[config.mk]
export PLATFORM = sky130hd
export DESIGN_NAME = tcc_timer
export DESIGN_NICKNAME = d
export VERILOG_FILES = /design/src/design/tcc_pkg.sv /design/src/design/tcc_div_if.sv /design/src/design/tcc_clk_sel.sv /design/src/design/tcc_timer.sv
export SDC_FILE = /design/constraint.sdc
export NUM_CORES = 1
export LEC_CHECK = 0
export BUFFER_PORTS_ARGS = -buffer_cell sky130_fd_sc_hd__buf_4
export CORE_MARGIN = 2
export CORE_UTILIZATION = 51
export CTS_BUF_LIST = sky130_fd_sc_hd__clkbuf_8 sky130_fd_sc_hd__clkbuf_16
export DETAILED_ROUTE_END_ITERATION = 8
export GPL_TIMING_DRIVEN = 0
export PLACE_DENSITY = 0.76
export SETUP_SLACK_MARGIN = 0.3
export SLEW_MARGIN = 20
export SYNTH_ARGS = -nofsm -noshare
export SYNTH_HDL_FRONTEND = slang
export SYNTH_SLANG_ARGS = --single-unit
[constraint.sdc]
create_clock -name pclk -period 2.6 [get_ports pclk]
set_input_delay 0.39 -clock pclk [delete_from_list [all_inputs] [get_ports pclk]]
set_output_delay 0.39 -clock pclk [all_outputs]
set_load 0.01 [all_outputs]
[src/design/tcc_pkg.sv]
// constants for the cascadable 8-bit timer pair: register map, fields, codes
// assumes a 32-bit apb slave with one register per aligned word
package tcc_pkg;
  // register indices; byte address is four times the index
  localparam logic [7:0] TCC_IDX_LO_PERIOD = 8'h14;
  localparam logic [7:0] TCC_IDX_LO_PWIDTH = 8'h18;
  localparam logic [7:0] TCC_IDX_LO_CTRL = 8'h27;
  localparam logic [7:0] TCC_IDX_UP_PERIOD = 8'h15;
  localparam logic [7:0] TCC_IDX_UP_PWIDTH = 8'h19;
  localparam logic [7:0] TCC_IDX_UP_CTRL = 8'h28;
  localparam logic [7:0] TCC_IDX_CONFIG = 8'h30;
  localparam logic [7:0] TCC_IDX_STATUS = 8'h31;
  // reset values
  localparam logic [7:0] TCC_RST_TIMER_REG = 8'hFF;
  localparam logic [7:0] TCC_RST_CTRL = 8'h00;
  localparam logic [1:0] TCC_RST_CONFIG = 2'h0;
  // control register fields
  localparam int TCC_CTL_PRESET = 7;
  localparam int TCC_CTL_CLK_HI = 6;
  localparam int TCC_CTL_CLK_LO = 4;
  localparam int TCC_CTL_RUN = 3;
  localparam int TCC_CTL_MODE_HI = 2;
  // config register fields
  localparam int TCC_CFG_PRESCALER = 0;
  localparam int TCC_CFG_SLOW = 1;
  // mode codes
  localparam logic [2:0] TCC_M_TIMER = 3'h0;
  localparam logic [2:0] TCC_M_PDO = 3'h1;
  localparam logic [2:0] TCC_M_PWM = 3'h2;
  localparam logic [2:0] TCC_M_CASCADE = 3'h3;
  localparam logic [2:0] TCC_M_T16 = 3'h4;
  localparam logic [2:0] TCC_M_WARMUP = 3'h5;
  localparam logic [2:0] TCC_M_PWM16 = 3'h6;
  // clock select codes
  localparam logic [2:0] TCC_CK_SLOWEST = 3'h0;
  localparam logic [2:0] TCC_CK_FC128 = 3'h1;
  localparam logic [2:0] TCC_CK_FC32 = 3'h2;
  localparam logic [2:0] TCC_CK_FC8 = 3'h3;
  localparam logic [2:0] TCC_CK_FS = 3'h4;
  localparam logic [2:0] TCC_CK_FC2 = 3'h5;
  localparam logic [2:0] TCC_CK_FC = 3'h6;
  localparam logic [2:0] TCC_CK_PIN = 3'h7;
  // divider widths in bits
  localparam int TCC_DIV_BITS = 11;
  localparam int TCC_FS_DIV_BITS = 3;
  // address lsbs below the word index
  localparam int TCC_ADDR_LSB = 2;
endpackage

[src/design/tcc_div_if.sv]
// divided clock enables shared from the top to the clock selectors
// assumes all enables are one-cycle pulses on pclk
`timescale 1ns/100ps
`default_nettype none
interface tcc_div_if;
  logic fc2;
  logic fc8;
  logic fc32;
  logic fc128;
  logic fc2048;
  logic fs1;
  logic fs8;
  modport src (output fc2, fc8, fc32, fc128, fc2048, fs1, fs8);
  modport sink (input fc2, fc8, fc32, fc128, fc2048, fs1, fs8);
endinterface
`default_nettype wire

[src/design/tcc_clk_sel.sv]
// source clock selector for one timer channel, gives a count enable
// assumes the pin tick is already synchronised and edge detected
`timescale 1ns/100ps
`default_nettype none
module tcc_clk_sel (
  input wire logic [2:0] clock_sel,
  input wire logic prescaler_option,
  input wire logic slow_mode,
  input wire logic pin_tick,
  tcc_div_if.sink div,
  output logic tick
);
  import tcc_pkg::*;

  // slow operation leaves only the low clock paths and fc for warm-up
  always_comb begin
    tick = 1'b0;
    case (clock_sel)
      TCC_CK_SLOWEST: begin
        tick = (prescaler_option || slow_mode) ? div.fs8 : div.fc2048;
      end
      TCC_CK_FC128: tick = slow_mode ? 1'b0 : div.fc128;
      TCC_CK_FC32: tick = slow_mode ? 1'b0 : div.fc32;
      TCC_CK_FC8: tick = slow_mode ? 1'b0 : div.fc8;
      TCC_CK_FS: tick = div.fs1;
      TCC_CK_FC2: tick = slow_mode ? 1'b0 : div.fc2;
      TCC_CK_FC: tick = 1'b1;
      TCC_CK_PIN: tick = slow_mode ? 1'b0 : pin_tick;
      default: tick = 1'b0;
    endcase
  end
endmodule
`default_nettype wire

[src/design/tcc_timer.sv]
// apb register layer and counters for a cascadable pair of 8-bit timers
// assumes pclk is the high-frequency clock; fs and the event pins are async
//
// The implementer's own choice: the APB register port.
`timescale 1ns/100ps
`default_nettype none
module tcc_timer (
  input wire logic pclk,
  input wire logic presetn,
  input wire logic psel,
  input wire logic penable,
  input wire logic pwrite,
  input wire logic [31:0] paddr,
  input wire logic [31:0] pwdata,
  output logic [31:0] prdata,
  output logic pready,
  output logic pslverr,
  input wire logic low_freq_clock,
  input wire logic lower_event_pin,
  input wire logic upper_event_pin,
  output logic lower_timer_out,
  output logic upper_timer_out,
  output logic lower_match,
  output logic upper_match
);
  import tcc_pkg::*;

  // per-channel software registers, counter and output state
  logic [7:0] ctl_q [2];
  logic [7:0] per_q [2];
  logic [7:0] pw_q [2];
  logic [7:0] pwsh_q [2];
  logic [7:0] cnt_q [2];
  logic [1:0] run_q;
  logic [1:0] ff_q;
  logic [1:0] match_q;

  // shared configuration, clock dividers and pin synchronisers
  logic [1:0] cfg_q;
  logic [TCC_DIV_BITS-1:0] div_q;
  logic [TCC_FS_DIV_BITS-1:0] fsdiv_q;
  logic [2:0] sync1_q;
  logic [2:0] sync2_q;
  logic [2:0] sync3_q;
  logic [2:0] pin_rise;

  // bus response registers
  logic [31:0] prdata_q;
  logic pready_q;
  logic pslverr_q;

  // per-channel decisions, rebuilt every cycle from registered state
  logic [1:0] sel_tick;
  logic [1:0] run;
  logic [1:0] start;
  logic [1:0] inc;
  logic [1:0] clr;
  logic [1:0] tog;
  logic [1:0] reload;
  logic [1:0] hit;
  logic casc;
  logic [15:0] cnt16;
  logic [15:0] per16;
  logic [15:0] pw16;
  logic lo_wrap;

  // bus decode
  logic [7:0] idx;
  logic wr_done;
  logic mapped;
  logic [31:0] rd_d;
  logic [2:0] pins;

  // divided enables, shared by both clock selectors
  tcc_div_if div ();

  // word index and write strobe; refused addresses never land
  assign idx = paddr[TCC_ADDR_LSB+7:TCC_ADDR_LSB];
  assign wr_done = psel && penable && pready_q && pwrite && mapped;
  assign pins = {upper_event_pin, lower_event_pin, low_freq_clock};

  // async inputs pass two flops; the third stage only feeds edge detect
  always_ff @(posedge pclk or negedge presetn) begin
    if (!presetn) begin
      sync1_q <= 3'h0;
      sync2_q <= 3'h0;
      sync3_q <= 3'h0;
    end else begin
      sync1_q <= pins;
      sync2_q <= sync1_q;
      sync3_q <= sync2_q;
    end
  end

  // rising edges only; a pin held high counts once
  genvar p;
  generate
    for (p = 0; p < 3; p++) begin : g_edge
      assign pin_rise[p] = sync2_q[p] && !sync3_q[p];
    end
  endgenerate

  // free-running fc divider and fs/8 prescaler
  always_ff @(posedge pclk or negedge presetn) begin
    if (!presetn) begin
      div_q <= '0;
      fsdiv_q <= '0;
    end else begin
      div_q <= div_q + 1'b1;
      if (pin_rise[0]) begin
        fsdiv_q <= fsdiv_q + 1'b1;
      end
    end
  end

  // enables fire once per divided period, on the all-ones count; fs1 on every fs rising edge
  assign div.fc2 = div_q[0];
  assign div.fc8 = &div_q[2:0];
  assign div.fc32 = &div_q[4:0];
  assign div.fc128 = &div_q[6:0];
  assign div.fc2048 = &div_q;
  assign div.fs1 = pin_rise[0];
  assign div.fs8 = pin_rise[0] && (&fsdiv_q);

  tcc_clk_sel u_sel_lo (
    .clock_sel(ctl_q[0][TCC_CTL_CLK_HI:TCC_CTL_CLK_LO]),
    .prescaler_option(cfg_q[TCC_CFG_PRESCALER]),
    .slow_mode(cfg_q[TCC_CFG_SLOW]),
    .pin_tick(pin_rise[1]),
    .div(div),
    .tick(sel_tick[0])
  );

  tcc_clk_sel u_sel_up (
    .clock_sel(ctl_q[1][TCC_CTL_CLK_HI:TCC_CTL_CLK_LO]),
    .prescaler_option(cfg_q[TCC_CFG_PRESCALER]),
    .slow_mode(cfg_q[TCC_CFG_SLOW]),
    .pin_tick(pin_rise[2]),
    .div(div),
    .tick(sel_tick[1])
  );

  // cascade needs lower mode 011 and an upper mode with its top bit set
  assign casc = (ctl_q[0][TCC_CTL_MODE_HI:0] == TCC_M_CASCADE) && ctl_q[1][TCC_CTL_MODE_HI];
  assign run[0] = casc ? ctl_q[1][TCC_CTL_RUN] : ctl_q[0][TCC_CTL_RUN];
  assign run[1] = ctl_q[1][TCC_CTL_RUN];
  assign start = run & ~run_q;
  assign cnt16 = {cnt_q[1], cnt_q[0]};
  assign per16 = {per_q[1], per_q[0]};
  assign pw16 = {pwsh_q[1], pwsh_q[0]};
  assign lo_wrap = sel_tick[0] && (cnt_q[0] == 8'hFF);

  // count, compare and toggle decisions for both channels
  always_comb begin
    logic [2:0] m;
    m = 3'h0;
    inc = 2'h0;
    clr = 2'h0;
    tog = 2'h0;
    reload = 2'h0;
    hit = 2'h0;
    for (int c = 0; c < 2; c++) begin
      m = ctl_q[c][TCC_CTL_MODE_HI:0];
      case (m)
        // timer and divider output: period+1 ticks per match
        TCC_M_TIMER, TCC_M_PDO: begin
          inc[c] = sel_tick[c];
          if (sel_tick[c] && cnt_q[c] == per_q[c]) begin
            clr[c] = 1'b1;
            hit[c] = 1'b1;
            tog[c] = (m == TCC_M_PDO);
          end
        end
        // pwm free-runs over the full byte; period end reloads
        TCC_M_PWM: begin
          inc[c] = sel_tick[c];
          tog[c] = sel_tick[c] && (cnt_q[c] == pwsh_q[c]);
          if (sel_tick[c] && cnt_q[c] == 8'hFF) begin
            reload[c] = 1'b1;
            hit[c] = 1'b1;
          end
        end
        // cascade halves and reserved codes are settled below
        default: inc[c] = 1'b0;
      endcase
    end
    if (casc) begin
      // upper byte counts lower overflow, own clock select ignored
      inc = {lo_wrap, sel_tick[0]};
      clr = 2'h0;
      tog = 2'h0;
      reload = 2'h0;
      hit = 2'h0;
      case (ctl_q[1][TCC_CTL_MODE_HI:0])
        // warm-up counts like the 16-bit timer
        TCC_M_T16, TCC_M_WARMUP: begin
          if (sel_tick[0] && cnt16 == per16) begin
            clr = 2'h3;
            hit[1] = 1'b1;
          end
        end
        // 16-bit waveform lands on the upper flip-flop
        TCC_M_PWM16: begin
          tog[1] = sel_tick[0] && (cnt16 == pw16);
          if (lo_wrap && cnt_q[1] == 8'hFF) begin
            reload = 2'h3;
            hit[1] = 1'b1;
          end
        end
        // upper 111 has no 16-bit meaning: hold both bytes
        default: inc = 2'h0;
      endcase
    end
  end

  // per-channel counter, output flip-flop and pulse-width shadow
  genvar g;
  generate
    for (g = 0; g < 2; g++) begin : g_chan
      logic preset;
      assign preset = (casc && g == 0) ? ctl_q[1][TCC_CTL_PRESET] : ctl_q[g][TCC_CTL_PRESET];

      always_ff @(posedge pclk or negedge presetn) begin
        if (!presetn) begin
          cnt_q[g] <= 8'h00;
          run_q[g] <= 1'b0;
          ff_q[g] <= 1'b0;
          match_q[g] <= 1'b0;
          pwsh_q[g] <= TCC_RST_TIMER_REG;
        end else begin
          run_q[g] <= run[g];
          match_q[g] <= run[g] && run_q[g] && hit[g];
          if (!run[g]) begin
            cnt_q[g] <= 8'h00;
          end else if (start[g]) begin
            cnt_q[g] <= 8'h00;
            ff_q[g] <= preset;
            pwsh_q[g] <= pw_q[g];
          end else begin
            if (clr[g]) begin
              cnt_q[g] <= 8'h00;
            end else if (inc[g]) begin
              cnt_q[g] <= cnt_q[g] + 8'h01;
            end
            // pwm restarts each period from the preset level
            if (reload[g]) begin
              ff_q[g] <= preset;
              pwsh_q[g] <= pw_q[g];
            end else if (tog[g]) begin
              ff_q[g] <= !ff_q[g];
            end
          end
        end
      end
    end
  endgenerate

  // software registers; a pulse-width write while running lands next period
  always_ff @(posedge pclk or negedge presetn) begin
    if (!presetn) begin
      per_q[0] <= TCC_RST_TIMER_REG;
      pw_q[0] <= TCC_RST_TIMER_REG;
      ctl_q[0] <= TCC_RST_CTRL;
      per_q[1] <= TCC_RST_TIMER_REG;
      pw_q[1] <= TCC_RST_TIMER_REG;
      ctl_q[1] <= TCC_RST_CTRL;
      cfg_q <= TCC_RST_CONFIG;
    end else if (wr_done) begin
      case (idx)
        TCC_IDX_LO_PERIOD: per_q[0] <= pwdata[7:0];
        TCC_IDX_LO_PWIDTH: pw_q[0] <= pwdata[7:0];
        TCC_IDX_LO_CTRL: ctl_q[0] <= pwdata[7:0];
        TCC_IDX_UP_PERIOD: per_q[1] <= pwdata[7:0];
        TCC_IDX_UP_PWIDTH: pw_q[1] <= pwdata[7:0];
        TCC_IDX_UP_CTRL: ctl_q[1] <= pwdata[7:0];
        TCC_IDX_CONFIG: cfg_q <= pwdata[1:0];
        default: cfg_q <= cfg_q;
      endcase
    end
  end

  // read mux; unmapped addresses read zero and flag an error
  always_comb begin
    mapped = 1'b1;
    rd_d = 32'h0;
    case (idx)
      TCC_IDX_LO_PERIOD: rd_d[7:0] = per_q[0];
      TCC_IDX_LO_PWIDTH: rd_d[7:0] = pw_q[0];
      TCC_IDX_LO_CTRL: rd_d[7:0] = ctl_q[0];
      TCC_IDX_UP_PERIOD: rd_d[7:0] = per_q[1];
      TCC_IDX_UP_PWIDTH: rd_d[7:0] = pw_q[1];
      TCC_IDX_UP_CTRL: rd_d[7:0] = ctl_q[1];
      TCC_IDX_CONFIG: rd_d[1:0] = cfg_q;
      TCC_IDX_STATUS: rd_d[19:0] = {run_q, ff_q, cnt_q[1], cnt_q[0]};
      default: mapped = 1'b0;
    endcase
    if (paddr[TCC_ADDR_LSB-1:0] != 2'h0 || paddr[31:TCC_ADDR_LSB+8] != '0) begin
      mapped = 1'b0;
      rd_d = 32'h0;
    end
  end

  // one wait state: pready rises in the second access cycle
  always_ff @(posedge pclk or negedge presetn) begin
    if (!presetn) begin
      pready_q <= 1'b0;
      pslverr_q <= 1'b0;
      prdata_q <= 32'h0;
    end else begin
      pready_q <= psel && penable && !pready_q;
      pslverr_q <= psel && penable && !pready_q && !mapped;
      if (psel && penable && !pready_q && !pwrite) begin
        prdata_q <= rd_d;
      end
    end
  end

  // every output straight from its flop
  assign prdata = prdata_q;
  assign pready = pready_q;
  assign pslverr = pslverr_q;
  assign lower_timer_out = ff_q[0];
  assign upper_timer_out = ff_q[1];
  assign lower_match = match_q[0];
  assign upper_match = match_q[1];
endmodule
`default_nettype wire

==> metrics.txt <==
status=finished, final reports clean; Max H-tree Level=4; final setup margin=39.1 ps; DRT iter0 DRCs=496; Die Area=14000 um2; arrival time at the worst endpoint=2920 ps; Fmax=0.390 GHz; GRT overflow=0; leakage=3.80 nW; crit path from=div_q[1]; sequential fraction of the synthesis area=50.8%; post-route cell area=8710 um2; fin nets=774; gr usage total=24.6%; Clock Path Buffers=2; setup_tns=0 ps; RR Startpoint=div_q[1]; Core ar.=12700 um2; Max IR drop VDD=0.502 mV; R2R Path End=upper_timer_out; first-pass GRT wire length=26800 um; area delta synth->final=30.6%; Num CTS Buffers=17; Slew @ Worst Pin=820 ps; Detailed Place HPWL=11800 um; Synth Cell Area=6680 um2; Final Max Tran Viols=0; crit-path max FO=4; effective utilization at floorplan=52.5%; initial antenna violation count=0; crit path time final=2560 ps; Die Width=118 um; clock skew=9.35 ps; ranking of synthesized cells by area=dfrtp_1 32%, dfstp_2 19%, mux2_2 9.3%, xnor2_1 4.9%, nand2_1 2.2%; RSZ-0062 raised after global routing=yes; Final Non-Filler Cells=880; Syn. warnings=0; Async S/R FF share, synth=100%; EDFF count, synth=0; Power, Total=4.90 mW; post-synthesis register bit count=133; final core utilization=68.5%; Final setup viols=0; I/O pins=110; Vias=5184; largest net degree at the start of global routing=86; Skew-Pair Late Insertion Delay=420 ps; Top FF cell, synth=dfrtp_1; Synth Instances=568; Worst-path clk slew=60 ps; CP Data Required Time=2960 ps; relative slew slack=45.0%; crit share post-route=98.5%; crit end category=flip-flop; layout cells sized above 1=46.9%; share of the synthesized area in the top cell type=31.9%; Final Hold Viols=0; crit path kind=flip-flop to flip-flop; Placer Congestion=0.894; IO buf count=71; die height=118 um; crit path to=upper_timer_out; post-synthesis cell type count=71; R2R depth=12; Pre-antenna DRT Iters=6; FF-to-FF setup slack=40 ps; DRC=0; CTS tree=yes; root buffer cell=clkbuf_16; Post-synth top cells=85 x dfrtp_1, 55 x mux2_2, 48 x dfstp_2; Placed Cells incl. Taps=823; power per standard cell area=562 nW/um2; Filler cells=895; Worst setup SP type=flip-flop; Synth Area per Inst=11.8 um2; row cnt=41; Post-DRT Antenna Nets=0; most numerous cell in the Yosys netlist=dfrtp_1; Wirelength per Cell=19.9 um; WL final=17500 um; tightest hold margin=71.1 ps; Via-to-Cell Ratio=5.89; Inserted Diodes=0; vias in the first global route=5077; CTS sink count=133; Hold Crit Class=input port to flip-flop; number of max-cap violations=0; leading area contributor after synthesis=dfrtp_1; Placed Instance Area=7550 um2; pre-CTS WS=-382 ps
## kinds of logic (layout without fill, tap and decap cells)
kind of cell	after synthesis	count (layout)	share of synthesized area [%]
buf+inv	44	173	3.43
flops	133	133	50.8
other cells	1	12	0.0562
fa+ha+maj	7	7	1.31
mux	72	72	12.5
compound gates	92	92	11.4
simple gates	167	167	13.7
xor+xnor	52	52	6.82
## state kept, by name, summed over array words and instances (netlist names), 2 cells and up
signal   count
per16       16
div_q       11
prdata      20
cnt16       16
ctl_q       16
cfg_q        2
sync2_q      3
pw16        16
fsdiv_q      3
sync1_q      3
sync3_q      3
pw_q        16
run_q        2
## metal layers
metal / track usage (%) / part of all wire (%) / vias up
met5: 0 / 0 / -
met1: 31.0 / 40 / 2585
met2: 40.2 / 49 / 245
li1: - / - / 2310
met3: 5.94 / 7.2 / 44
met4: 11.3 / 3.5 / 0
## power breakdown
part           internal (mW)  switching [mW]
sequential              2.11          0.0187
clock                   1.65           0.905
combinational          0.105           0.114
## layout by cell type, fill, tap and decap left out, types with 7 or more instances in the layout
cell type and count:
clkbuf_16 17, inv_1 9, nand4_1 11, xor2_1 15
nand3_1 20, xnor2_1 37, o21ai_0 12, dfrtp_1 80
a22o_1 12, conb_1 12, nor4_1 8, a222oi_1 10
nor3_1 7, mux2_2 55, a22oi_1 8, clkbuf_1 12
buf_6 7, dfstp_2 48, nor2_1 25, nand2_1 36
mux2_4 13, nor2_2 7, buf_4 98
## layout make-up
cell class / instances / area (um2) / share of cell area (%)
Timing Repair Buffer: 97 / 810 / 9.29
Clock inverter: 13 / 180 / 2.07
Multi-Input combinational cell: 402 / 3410 / 39.2
Clock buffer: 19 / 453 / 5.20
Inverter: 9 / 36.3 / 0.416
Buffer: 35 / 213 / 2.44
Sequential cell: 133 / 3390 / 39.0
Tap cell: 172 / 215 / 2.47
## critical path, cell delays in order (launching register included)
cell and delay (ps):
dfrtp_1 410, ha_4 180, nand3_4 110, inv_4 40
ha_4 170, nand2b_4 70, a21oi_2 70, o32ai_4 380
nor3_2 120, a211oi_2 240, buf_4 170, or4b_4 460
nand3_2 70
## how the worst min path moves through the flow
stage / from / to / slack, ps / cells after the start
final: upper_event_pin / sync1_q[2] / 70 / 1
after global routing: upper_event_pin / sync1_q[2] / 60 / 1
after CTS: upper_event_pin / sync1_q[2] / 60 / 1
after detailed placement: sync1_q[1] / sync2_q[1] / 340 / 0
after global placement: sync1_q[1] / sync2_q[1] / 330 / 0
after floorplan: presetn / cfg_q[0] / 90 / 0
## what timing repair did
item	CTS	global route
setup endpoints to repair	42	67
hold endpoints to repair	40	0
setup buffers	18	6
pin swaps	9	21
resized for setup	22	51
hold buffers	1	0
Power figures use the tool's default switching activity.
